$ cat config.mk
export PLATFORM = sky130hd
export DESIGN_NAME = tboc_ctrl
export DESIGN_NICKNAME = d
export VERILOG_FILES = /design/src/hdl/tboc_pkg.sv /design/src/hdl/tboc_ctrl.sv /design/src/hdl/tboc_evt_flag.sv /design/src/hdl/tboc_sat_cnt.sv
export SDC_FILE = /design/constraint.sdc
export NUM_CORES = 1
export LEC_CHECK = 0
export BUFFER_PORTS_ARGS = -buffer_cell sky130_fd_sc_hd__buf_2
export CORE_MARGIN = 3
export CORE_UTILIZATION = 47
export DETAILED_ROUTE_END_ITERATION = 10
export PLACE_DENSITY = 0.75
export SLEW_MARGIN = 5
export SYNTH_ARGS = -nofsm -noshare
export SYNTH_HDL_FRONTEND = slang
export SYNTH_SLANG_ARGS = --single-unit
$ cat constraint.sdc
create_clock -name clk -period 4.45 [get_ports clk]
set_clock_uncertainty 0.05 [all_clocks]
set_input_delay 0.89 -clock clk [delete_from_list [all_inputs] [get_ports clk]]
set_output_delay 0.89 -clock clk [all_outputs]
set_load 0.03 [all_outputs]
$ cat src/hdl/tboc_pkg.sv
package tboc_pkg;
    // Host port offsets
    localparam logic [7:0] A_STATUS = 8'h18;
    localparam logic [7:0] A_MASK   = 8'h19;
    localparam logic [7:0] A_CTL    = 8'h1F;
    localparam logic [7:0] A_RXCODE = 8'h50;
    localparam logic [7:0] A_TXREG  = 8'h51;
    localparam logic [7:0] A_MATCH1 = 8'h52;
    localparam logic [7:0] A_MATCH2 = 8'h53;

    // Control register fields
    localparam int CB_SEND   = 0;
    localparam int CB_FLT_LO = 1;
    localparam int CB_FLT_HI = 2;
    localparam int CB_RST    = 3;
    localparam int CB_RXEN   = 4;

    // Event flag positions, shared by status and mask
    localparam int EV_CHG   = 0;
    localparam int EV_MATCH = 1;
    localparam int EV_TXE   = 2;
    localparam int EV_FULL  = 3;
    localparam int EV_ABORT = 4;
    localparam int EV_CLR   = 5;
    localparam int EV_TRANSMIT_CLOCK_LOSS  = 6;
    localparam int EV_AIS   = 7;

    // Reset values
    localparam logic [7:0] RST_REG     = 8'h00;
    localparam logic [4:0] RST_CTL     = 5'h00;
    localparam logic [5:0] CODE_PRESET = 6'h3F;

    // Code framing and counts
    localparam logic [7:0] ABORT_SEQ  = 8'hFF;
    localparam logic [3:0] BOC_LAST   = 4'hF;
    localparam logic [3:0] BYTE_LAST  = 4'h7;
    localparam logic [4:0] GAP_BOC    = 5'h0F;
    localparam logic [4:0] GAP_MAX    = 5'h1F;
    localparam logic [3:0] ABORT_ONES = 4'h8;
    localparam logic [4:0] CLEAR_BITS = 5'h1E;
    localparam logic [3:0] TRANSMIT_CLOCK_LOSS_TICKS = 4'hF;
    localparam logic [2:0] FILT_NONE  = 3'h1;
    localparam logic [2:0] FILT_3     = 3'h3;
    localparam logic [2:0] FILT_5     = 3'h5;
    localparam logic [2:0] FILT_7     = 3'h7;
endpackage

$ cat src/hdl/tboc_ctrl.sv
// Overview of operation
// - Code generator and detector work only in T1
// - Sent code is low six transmit bits
// - Send bit starts code insertion at once
// - Generator inserts abort sequence by itself
// - Codes repeat while send bit stays set
// - Receive enable makes register report codes
// - Received code bits preset to all ones
// - New valid code sets change event
// - Filter field selects 1, 3, 5, 7 codes
// - Rising detector reset bit resets code logic
// - Receive register equal to match sets event
// - Transmit buffer emptying sets event
// - Receive buffer filling sets event
// - Eight consecutive ones set abort event
// - Thirty bits without abort set clear event
// - Fifteen idle scaled ticks set clock loss
// - AIS-CI detection in T1 sets event
// - Mask bit one enables matching flag
// - Data-link bytes go out LSB first
// - Flags hold until status register read
`timescale 1ns/100ps
module tboc_ctrl
    import tboc_pkg::*;
(
    // Clock and reset
    input  wire logic       clk,
    input  wire logic       rst_b,
    // Host port
    input  wire logic [7:0] hp_addr,
    input  wire logic [7:0] hp_wdata,
    input  wire logic       hp_wr,
    input  wire logic       hp_rd,
    output logic      [7:0] hp_rdata,
    // Line status
    input  wire logic       t1_mode,
    input  wire logic       transmit_clock_input,
    input  wire logic       mclk_scaled_tick,
    input  wire logic       ais_ci_detect,
    // Data link
    input  wire logic       fdl_tx_slot,
    output logic            fdl_tx_bit,
    input  wire logic       fdl_rx_valid,
    input  wire logic       fdl_rx_bit,
    // Interrupt
    output logic            irq
);
    typedef struct packed {
        logic [4:0]  ctl;
        logic [7:0]  mask;
        logic [7:0]  transmit_link_register;
        logic [7:0]  m1;
        logic [7:0]  m2;
        logic [5:0]  code;
        logic [5:0]  cand;
        logic [2:0]  val;
        logic [4:0]  gap;
        logic [7:0]  rx_byte;
        logic [15:0] win;
        logic [2:0]  bitcnt;
        logic [15:0] tx_sh;
        logic [3:0]  tx_cnt;
        logic        tx_boc;
        logic        tx_bit;
        logic        rbr_q;
        logic        transmit_clock_input_q;
        logic [7:0]  rdata;
    } tboc_state_t;

    tboc_state_t q_r;
    tboc_state_t q_nxt;
    logic [7:0]  ev;
    logic [7:0]  flags;
    logic [7:0]  rd_val;
    logic        stat_rd;
    logic        code_en;
    logic        boc_on;
    logic        det_rst;
    logic        abort_reach;
    logic        clr_reach;
    logic        transmit_clock_loss_reach;

    assign stat_rd = hp_rd && (hp_addr == A_STATUS);
    assign code_en = q_r.ctl[CB_RXEN] && t1_mode;
    assign boc_on  = q_r.ctl[CB_SEND] && t1_mode;
    assign det_rst = q_r.ctl[CB_RST] && !q_r.rbr_q;

    // Run of ones on the received link
    tboc_sat_cnt #(.W(4), .MAX(ABORT_ONES)) u_ones (
        .clk   (clk),
        .rst_b (rst_b),
        .inc   (fdl_rx_valid && fdl_rx_bit),
        .clr   (fdl_rx_valid && !fdl_rx_bit),
        .cnt   (),
        .reach (abort_reach)
    );

    // Link bits since the last abort
    tboc_sat_cnt #(.W(5), .MAX(CLEAR_BITS)) u_clear (
        .clk   (clk),
        .rst_b (rst_b),
        .inc   (fdl_rx_valid),
        .clr   (abort_reach),
        .cnt   (),
        .reach (clr_reach)
    );

    // Scaled ticks since the last transmit clock edge
    tboc_sat_cnt #(.W(4), .MAX(TRANSMIT_CLOCK_LOSS_TICKS)) u_transmit_clock_loss (
        .clk   (clk),
        .rst_b (rst_b),
        .inc   (mclk_scaled_tick),
        .clr   (q_r.transmit_clock_input_q != transmit_clock_input),
        .cnt   (),
        .reach (transmit_clock_loss_reach)
    );

    // Sticky event flags, cleared by a status read
    for (genvar i = 0; i < 8; i++) begin : g_flag
        tboc_evt_flag u_flag (
            .clk   (clk),
            .rst_b (rst_b),
            .set   (ev[i]),
            .clr   (stat_rd),
            .flag  (flags[i])
        );
    end

    // Read data selection; unmapped offsets read zero
    always_comb begin
        case (hp_addr)
            A_STATUS: rd_val = flags;
            A_MASK:   rd_val = q_r.mask;
            A_CTL:    rd_val = {3'h0, q_r.ctl};
            A_RXCODE: rd_val = code_en ? {2'h0, q_r.code} : q_r.rx_byte;
            A_TXREG:  rd_val = q_r.transmit_link_register;
            A_MATCH1: rd_val = q_r.m1;
            A_MATCH2: rd_val = q_r.m2;
            default:  rd_val = 8'h00;
        endcase
    end

    // Next-state logic for host port, generator and detector
    always_comb begin
        logic [15:0] word;
        logic [15:0] win;
        logic [2:0]  need;
        logic        hit;
        word = q_r.tx_sh;
        win  = q_r.win;
        need = FILT_NONE;
        hit  = 1'b0;
        q_nxt = q_r;
        ev = 8'h00;
        q_nxt.rbr_q  = q_r.ctl[CB_RST];
        q_nxt.transmit_clock_input_q = transmit_clock_input;

        // Host writes; upper control bits are not stored
        if (hp_wr) begin
            case (hp_addr)
                A_MASK:   q_nxt.mask = hp_wdata;
                A_CTL:    q_nxt.ctl  = hp_wdata[4:0];
                A_TXREG:  q_nxt.transmit_link_register = hp_wdata;
                A_MATCH1: q_nxt.m1   = hp_wdata;
                A_MATCH2: q_nxt.m2   = hp_wdata;
                default:  ;
            endcase
        end
        if (hp_rd) begin
            q_nxt.rdata = rd_val;
        end

        // Integration filter depth
        case (q_r.ctl[CB_FLT_HI:CB_FLT_LO])
            2'b01:   need = FILT_3;
            2'b10:   need = FILT_5;
            2'b11:   need = FILT_7;
            default: need = FILT_NONE;
        endcase

        // Transmit: a mode change restarts the sequence at the next slot
        if (boc_on != q_r.tx_boc) begin
            q_nxt.tx_boc = boc_on;
            q_nxt.tx_cnt = 4'h0;
        end else if (fdl_tx_slot) begin
            if (q_r.tx_cnt == 4'h0) begin
                if (boc_on) begin
                    // Abort flag first, then 0, code, 0
                    word = {1'b0, q_r.transmit_link_register[5:0], 1'b0, ABORT_SEQ};
                    q_nxt.tx_cnt = BOC_LAST;
                end else begin
                    word = {8'h00, q_r.transmit_link_register};
                    q_nxt.tx_cnt = BYTE_LAST;
                    ev[EV_TXE] = 1'b1;
                end
            end else begin
                q_nxt.tx_cnt = q_r.tx_cnt - 4'h1;
            end
            q_nxt.tx_bit = word[0];
            q_nxt.tx_sh  = {1'b0, word[15:1]};
        end

        // Receive: newest bit enters at the top of the window
        if (fdl_rx_valid) begin
            win = {fdl_rx_bit, q_r.win[15:1]};
            q_nxt.win = win;
            q_nxt.bitcnt = q_r.bitcnt + 3'h1;
            if (!code_en && q_r.bitcnt == 3'h7) begin
                q_nxt.rx_byte = win[15:8];
                ev[EV_FULL] = 1'b1;
                ev[EV_MATCH] = (win[15:8] == q_r.m1) || (win[15:8] == q_r.m2);
            end
            if (q_r.gap != GAP_MAX) begin
                q_nxt.gap = q_r.gap + 5'h01;
            end
            hit = code_en && win[7:0] == ABORT_SEQ && !win[8] && !win[15];
            if (hit) begin
                q_nxt.gap = 5'h00;
                // A repeat counts only if it follows the previous code directly
                if (q_r.gap == GAP_BOC && win[14:9] == q_r.cand) begin
                    if (q_r.val != FILT_7) begin
                        q_nxt.val = q_r.val + 3'h1;
                    end
                end else begin
                    q_nxt.val  = 3'h1;
                    q_nxt.cand = win[14:9];
                end
            end
        end
        if (hit && q_nxt.val >= need && q_nxt.cand != q_r.code) begin
            q_nxt.code = q_nxt.cand;
            ev[EV_CHG] = 1'b1;
            ev[EV_MATCH] = ({2'h0, q_nxt.cand} == q_r.m1) ||
                           ({2'h0, q_nxt.cand} == q_r.m2);
        end

        // Detector reset or disable presets the reported code
        if (det_rst || !code_en) begin
            q_nxt.code = CODE_PRESET;
            q_nxt.cand = CODE_PRESET;
            q_nxt.val  = 3'h0;
            q_nxt.gap  = 5'h00;
            ev[EV_CHG] = 1'b0;
        end

        ev[EV_ABORT] = abort_reach;
        ev[EV_CLR]   = clr_reach;
        ev[EV_TRANSMIT_CLOCK_LOSS]  = transmit_clock_loss_reach;
        ev[EV_AIS]   = ais_ci_detect && t1_mode;
    end

    always_ff @(posedge clk or negedge rst_b) begin
        if (!rst_b) begin
            q_r        <= '0;
            q_r.ctl    <= RST_CTL;
            q_r.mask   <= RST_REG;
            q_r.transmit_link_register   <= RST_REG;
            q_r.m1     <= RST_REG;
            q_r.m2     <= RST_REG;
            q_r.code   <= CODE_PRESET;
            q_r.cand   <= CODE_PRESET;
            q_r.rx_byte <= RST_REG;
            q_r.rdata  <= RST_REG;
        end else begin
            q_r <= q_nxt;
        end
    end

    assign hp_rdata   = q_r.rdata;
    assign fdl_tx_bit = q_r.tx_bit;
    assign irq        = |(flags & q_r.mask);

    // Filter depth rebuilt from the control field, apart from the next-state logic
    logic [2:0] need_chk;
    assign need_chk = (q_r.ctl[CB_FLT_HI:CB_FLT_LO] == 2'b00) ? FILT_NONE :
                      (q_r.ctl[CB_FLT_HI:CB_FLT_LO] == 2'b01) ? FILT_3 :
                      (q_r.ctl[CB_FLT_HI:CB_FLT_LO] == 2'b10) ? FILT_5 : FILT_7;
endmodule

$ cat src/hdl/tboc_evt_flag.sv
`timescale 1ns/100ps
module tboc_evt_flag (
    // Clock and reset
    input  wire logic clk,
    input  wire logic rst_b,
    // Set and clear
    input  wire logic set,
    input  wire logic clr,
    // Sticky flag
    output logic      flag
);
    typedef struct packed {
        logic flag;
    } tboc_flag_t;

    tboc_flag_t q_r;
    tboc_flag_t q_nxt;

    // Set wins so an event in the clearing read is not lost
    always_comb begin
        q_nxt = q_r;
        q_nxt.flag = set | (q_r.flag & ~clr);
    end

    always_ff @(posedge clk or negedge rst_b) begin
        if (!rst_b) begin
            q_r <= '0;
        end else begin
            q_r <= q_nxt;
        end
    end

    assign flag = q_r.flag;
endmodule

$ cat src/hdl/tboc_sat_cnt.sv
`timescale 1ns/100ps
module tboc_sat_cnt #(
    parameter int             W   = 4,
    parameter logic [W-1:0]   MAX = '1
) (
    // Clock and reset
    input  wire logic         clk,
    input  wire logic         rst_b,
    // Count control
    input  wire logic         inc,
    input  wire logic         clr,
    // Status
    output logic [W-1:0]      cnt,
    output logic              reach
);
    typedef struct packed {
        logic [W-1:0] cnt;
    } tboc_cnt_t;

    tboc_cnt_t q_r;
    tboc_cnt_t q_nxt;

    // Saturates at MAX so the reach pulse fires once per run
    always_comb begin
        q_nxt = q_r;
        if (clr) begin
            q_nxt.cnt = '0;
        end else if (inc && q_r.cnt != MAX) begin
            q_nxt.cnt = q_r.cnt + 1'b1;
        end
    end

    always_ff @(posedge clk or negedge rst_b) begin
        if (!rst_b) begin
            q_r <= '0;
        end else begin
            q_r <= q_nxt;
        end
    end

    assign cnt   = q_r.cnt;
    assign reach = inc & ~clr & (q_r.cnt == MAX - 1'b1);
endmodule

* Word level (Yosys, flattened, before mapping) *
Cells that the tools add are included.

storage, ports and cells
  bits in registers = 135

operators by class
  $add $sub $neg = 7
  magnitude comparators = 1
  equal/unequal tests = 29
  muxes and demuxes = 35
  bitwise logic cells = 28
  reductions and logical operators = 41

operator list
  cell                                                  count
  one-hot mux 8 bit (7 select lines)                    1
  two-way mux 41 bit                                    1
  equality test 8 x 7 -> 1 bit (second input constant)  4
  two-way mux 4 bit                                     8
  two-way mux 15 bit                                    2
  equality test 8 x 5 -> 1 bit (second input constant)  3
  two-way mux 20 bit                                    1
  logical AND 1 bit                                     17
  equality test 6 x 8 -> 1 bit                          2
  equality test 8 bit                                   2
  two-way mux 8 bit                                     2
  AND reduction 2 bit                                   8
  two-way mux 5 bit                                     3
  bitwise AND 1 bit                                     14
  two-way mux 14 bit                                    1
  two-way mux 6 bit                                     2
  nonzero test 2 bit                                    6
  adder 5 x 1 -> 5 bit (second input constant)          2
  two-way mux 1 bit                                     10
  != test 5 bit (second input constant)                 2
  one-hot mux 3 bit (3 select lines)                    1
  adder 4 x 1 -> 4 bit (second input constant)          2
  bitwise AND 8 bit                                     1
  equality test 8 bit (second input constant)           1
  other kinds (24)                                      45

* Depth between registers and ports, before layout *
  word-level depth = 12
  depth in mapped cells = 14
  depth with buffers taken out = 12

* Cells and area by module *
From an unflattened synthesis, not the netlist that was laid out.

unflattened totals
  cell total of the unflattened synthesis = 684
  area total of the unflattened synthesis = 7150.6 um^2

modules (own cells, without submodules)
  module                                times used  cells each  area an instance (um^2)
  tboc_ctrl                             1           580         6052.1
  tboc_sat_cnt (u_clear)                1           32          316.6
  tboc_evt_flag                         8           3           36.3
  tboc_sat_cnt (u_transmit_clock_loss)  1           24          254.0
  tboc_sat_cnt (u_ones)                 1           24          237.7

* Least setup slack after synthesis *
Ideal clock, no wire load.

  path type = input-to-reg
  start point = input fdl_rx_bit
  end point = register q_r[74] (netlist bit)
  library setup time = 0.082 ns
  arrival time = 3.180 ns
  data required time = 4.318 ns
  setup slack = 1.137 ns
  stages = 13
  cells stage by stage = buf_6 > nand4b_4 > nor4_4 > buf_6 > buf_6 > a21oi_1 > a21oi_1 > ha_1 > and2_1 > o21ai_0 > o21ai_2 > o31a_4 > mux2_4

on the way
  longest elaborated chain between the ends = 8
  elaborated cells on any way between the ends = 12
  those cells by class = order compare: 1; eq/ne: 1; mux: 5; reduce/logical: 5

RTL lines
  what                               RTL line          text
  start, declared                    tboc_ctrl.sv:44   input wire logic fdl_rx_bit,
  logical NOT 1 bit (*)              tboc_ctrl.sv:216  hit = code_en && win[7:0] == ABORT_SEQ && !win[8] && !win[15];
  logical AND 1 bit (*)              tboc_ctrl.sv:216
  two-way mux 14 bit                 tboc_ctrl.sv:217  if (hit) begin
  two-way mux 41 bit                 tboc_ctrl.sv:204  if (fdl_rx_valid) begin
  greater-or-equal comparator 3 bit  tboc_ctrl.sv:230  if (hit && q_nxt.val >= need && q_nxt.cand != q_r.code) begin
  logical AND 1 bit (2 in series)    tboc_ctrl.sv:230
  nonzero test 2 bit (no line)       n/a
  end signal, assigned               tboc_ctrl.sv:265  q_r <= q_nxt;
  end, declared                      tboc_ctrl.sv:70   tboc_state_t q_r;

Mark *: on every way between the ends. The rest lies on a longest branch, timed or not. The select of a mux whose other input is x is not followed.
A chain may end at the register's enable or synchronous reset.

* Worst setup path after layout *
  start point = register q_r[59] (netlist bit)
  end point = register q_r[74] (netlist bit)

on the way
  longest elaborated chain between the ends = 9
  elaborated cells on any way between the ends = 13
  those cells by class = order compare: 1; eq/ne: 2; mux: 6; reduce/logical: 4

RTL lines
  what                               RTL line          text
  equality test 5 x 4 -> 1 bit (*)   tboc_ctrl.sv:220  if (q_r.gap == GAP_BOC && win[14:9] == q_r.cand) begin
  logical AND 1 bit (*)              tboc_ctrl.sv:220
  two-way mux 3 bit                  tboc_ctrl.sv:220
  two-way mux 14 bit (*)             tboc_ctrl.sv:217
  two-way mux 41 bit (*)             tboc_ctrl.sv:204
  greater-or-equal comparator 3 bit  tboc_ctrl.sv:230
  logical AND 1 bit (2 in series)    tboc_ctrl.sv:230
  nonzero test 2 bit (no line)       n/a

Marked as above.

==> out/results.ini <==
[synth]
avgSynthCellArea_sq_um=10.7
synth_seq_cells=134
synth-async-reset-ratio_pct=100
yosysTopAreaCell=dfrtp_1
yosys-top-cells-count=dfrtp_1, mux2_2, nand2_1
synth.distinct_cells=59
synth_edf_count=0
postSynthCellCount=654
yosysTopAreaCellShare_pct=43.6
syn_area_sq_um=7000
synth_area_leaders=dfrtp_1, mux2_2, dfstp_2
yosys_warnings=0
synth_flop_cell=dfrtp_1
synth-seq-area-share_pct=48.1
syn-num-nets=697
yosys.cell_count.top_type=dfrtp_1

[finish]
fin_cells=873
nets=723
syn_to_final_growth_pct=12.1
diodes=0
fillers=1201
utilization_pct=55.2
drive_gt1_share_pct=23.8

[worst_setup_path]
r2r_end=q_r[74]
path_buf_inv=0
worstPathMaxFanout=5
critPathArrivalTime_ns=3.44
worst_path_most_repeated_cell=ha_1
cp-endpoint=q_r[74]
worstSetupStartpoint=q_r[59]
crit_chain=ha_1, and3_1, ha_1, nand4_1, or4_1, a21oi_1, ha_1, and2_1, o21ai_0, o21ai_2, o31a_4, mux2_4
r2r_cells=12
cp.depth=12
cp_data_required_time_ns=4.75
r2r_setup_slack_ns=1.31
criticalPathCategory=reg -> reg
cp_slowest_cell=or4_1
critPathCaptureType=flip-flop
slowest_delay_ns=0.49
r2r-start=q_r[59]
start_kind=flip-flop
critPathTopFamily=simple AND/OR/NAND/NOR gates

[status]
outcome=complete, no violations

[placed_design]
pre_cts_ws_ns=0.956
io_buffers=36
placedCellCount=841
dpl.hpwl_um=11400
place.gp.congestion=0.949

[route]
drt-initial-drc-count=510
avgViaCountPerCell=5.88
wl_per_cell_um=18.8
ant_nets=0
vias=5133
wl_um=16400
dr.pass1.iters=5
drc=0

[timing]
finalHoldWorstSlack_ns=0.423
fmax_mhz=319
fin_setup_tns_ns=0
worst_pin_slew_ns=1.07
min_period_over_period_pct=70.5
grt_setup_unrepaired=no
worst_slack_ns=1.31
slew_headroom_pct=28.4
drv_slew=0
period_needed_ns=3.14
setup_violations=0
hold_viol=0

[floorplanning]
dieArea_sq_um=16400
dieHeight_um=128
die_x_um=128
core_area_sq_um=14200
initial_core_util_pct=49.3
rows=43
ioPinCount=37

[grt]
grt_busiest_layer=met2
grt_pass1_vias=5141
grt_remaining_overflow=0
antenna_found_initial=1
grtUsageMet2_pct=31.3
grt_pass1_wl_um=26900
grt_use_met3_pct=5.71
grt_max_degree=117
grt_use_total_pct=20.9
use_met1_pct=29.0

[clocking]
worst_skew_pair.late_latency_ns=0.43
root_buffer=clkbuf_16
clock-sinks=134
hold_buffers=0
cts_max_path_buffers=2
clkSlewWorstSetupHoldPaths_ns=0.06
cts_resized=0
cts_tree=yes
cts_buffers=17
htreeDepth=4
post-cts-setup-buffers=0

[pwr]
vdd_drop_max_uv=342
power_per_cell_area_nw_per_um2=461
leakagePower_uw=0.00349

[worst_hold_path]
min_path_type=reg -> reg

[job]
max_cap_viol_count=0

report_power, final:
group | switching, uW | total (uW) | internal, uW
registers | 238 | 1670 | 1430
logic | 293 | 581 | 288
clock network | 536 | 1370 | 835
worst min path at each step:
stage                     cells after the start      from       to
after floorplan                               0  q_nxt[9]   q_r[9]
after global placement                        2   q_r[21]  q_r[21]
after detailed placement                      1   q_r[32]  q_r[32]
after CTS                                     1   q_r[32]  q_r[32]
after global routing                          1   q_r[32]  q_r[32]
final                                         1   q_r[32]  q_r[32]
logic make-up after synthesis:
kind of cell	Yosys count	share of synthesized area, %
AOI/OAI and AO/OA	128	12.0
xor gates and xnor gates	48	6.01
adders and majority gates	16	2.86
buffers and inverters	70	4.56
DFF	134	48.1
muxes	85	13.6
and+or+nand+nor	173	12.8
worst reg2reg max path, stage by stage, from the launching register on:
cell,delay (ns)
dfrtp_1,0.39
ha_1,0.20
and3_1,0.20
ha_1,0.18
nand4_1,0.07
or4_1,0.49
a21oi_1,0.24
ha_1,0.28
and2_1,0.15
o21ai_0,0.19
o21ai_2,0.15
o31a_4,0.17
mux2_4,0.30
layout make-up:
cell class	instances	area (sq um)	share of cell area, %
Clock inverter	13	133	1.69
Multi-Input combinational cell	450	3310	42.2
Sequential cell	134	3370	42.9
Clock buffer	19	443	5.65
Timing Repair Buffer	42	231	2.95
Inverter	35	131	1.67
Tap cell	180	225	2.87
layer usage:
layer / part of all wire [%] / routed length [um]
met4: 2.7 / 439
met1: 44 / 7170
met2: 45 / 7450
met5: 0.043 / 7
met3: 8.0 / 1320
cell usage in the layout (no fill, tap or decap), drive strengths merged, types with 10 or more instances in the layout:
master  netlist  final
a21oi        21     21
and3         14     14
buf          16     42
clkbuf       19     19
clkinv        0     10
dfrtp       122    122
dfstp        12     12
ha           16     16
inv          35     35
mux2         65     65
mux2i        20     20
nand2        57     57
nand3        14     14
nand4        10     10
nor2         36     36
nor3         10     10
o21ai        47     47
o22ai        12     12
or3          10     10
xnor2        29     29
xor2         19     19
metrics by stage:
step	total power, uW	cell area (sq um)
final	3620	7840
after floorplan	2050	7000
after global routing	3810	7840
after detailed placement	2260	7270
after global placement	2210	7270
after CTS	3640	7840
sequential cells by signal (all words and copies together), names as in the netlist:
signal / flops
q_r: 103
u_transmit_clock_loss.cnt: 4
hp_rdata: 8
fdl_tx_bit: 1
g_flag.u_flag.flag: 8
u_clear.cnt: 5
q_nxt: 1
u_ones.cnt: 4
Note: power is estimated with default switching activity, not from simulation.
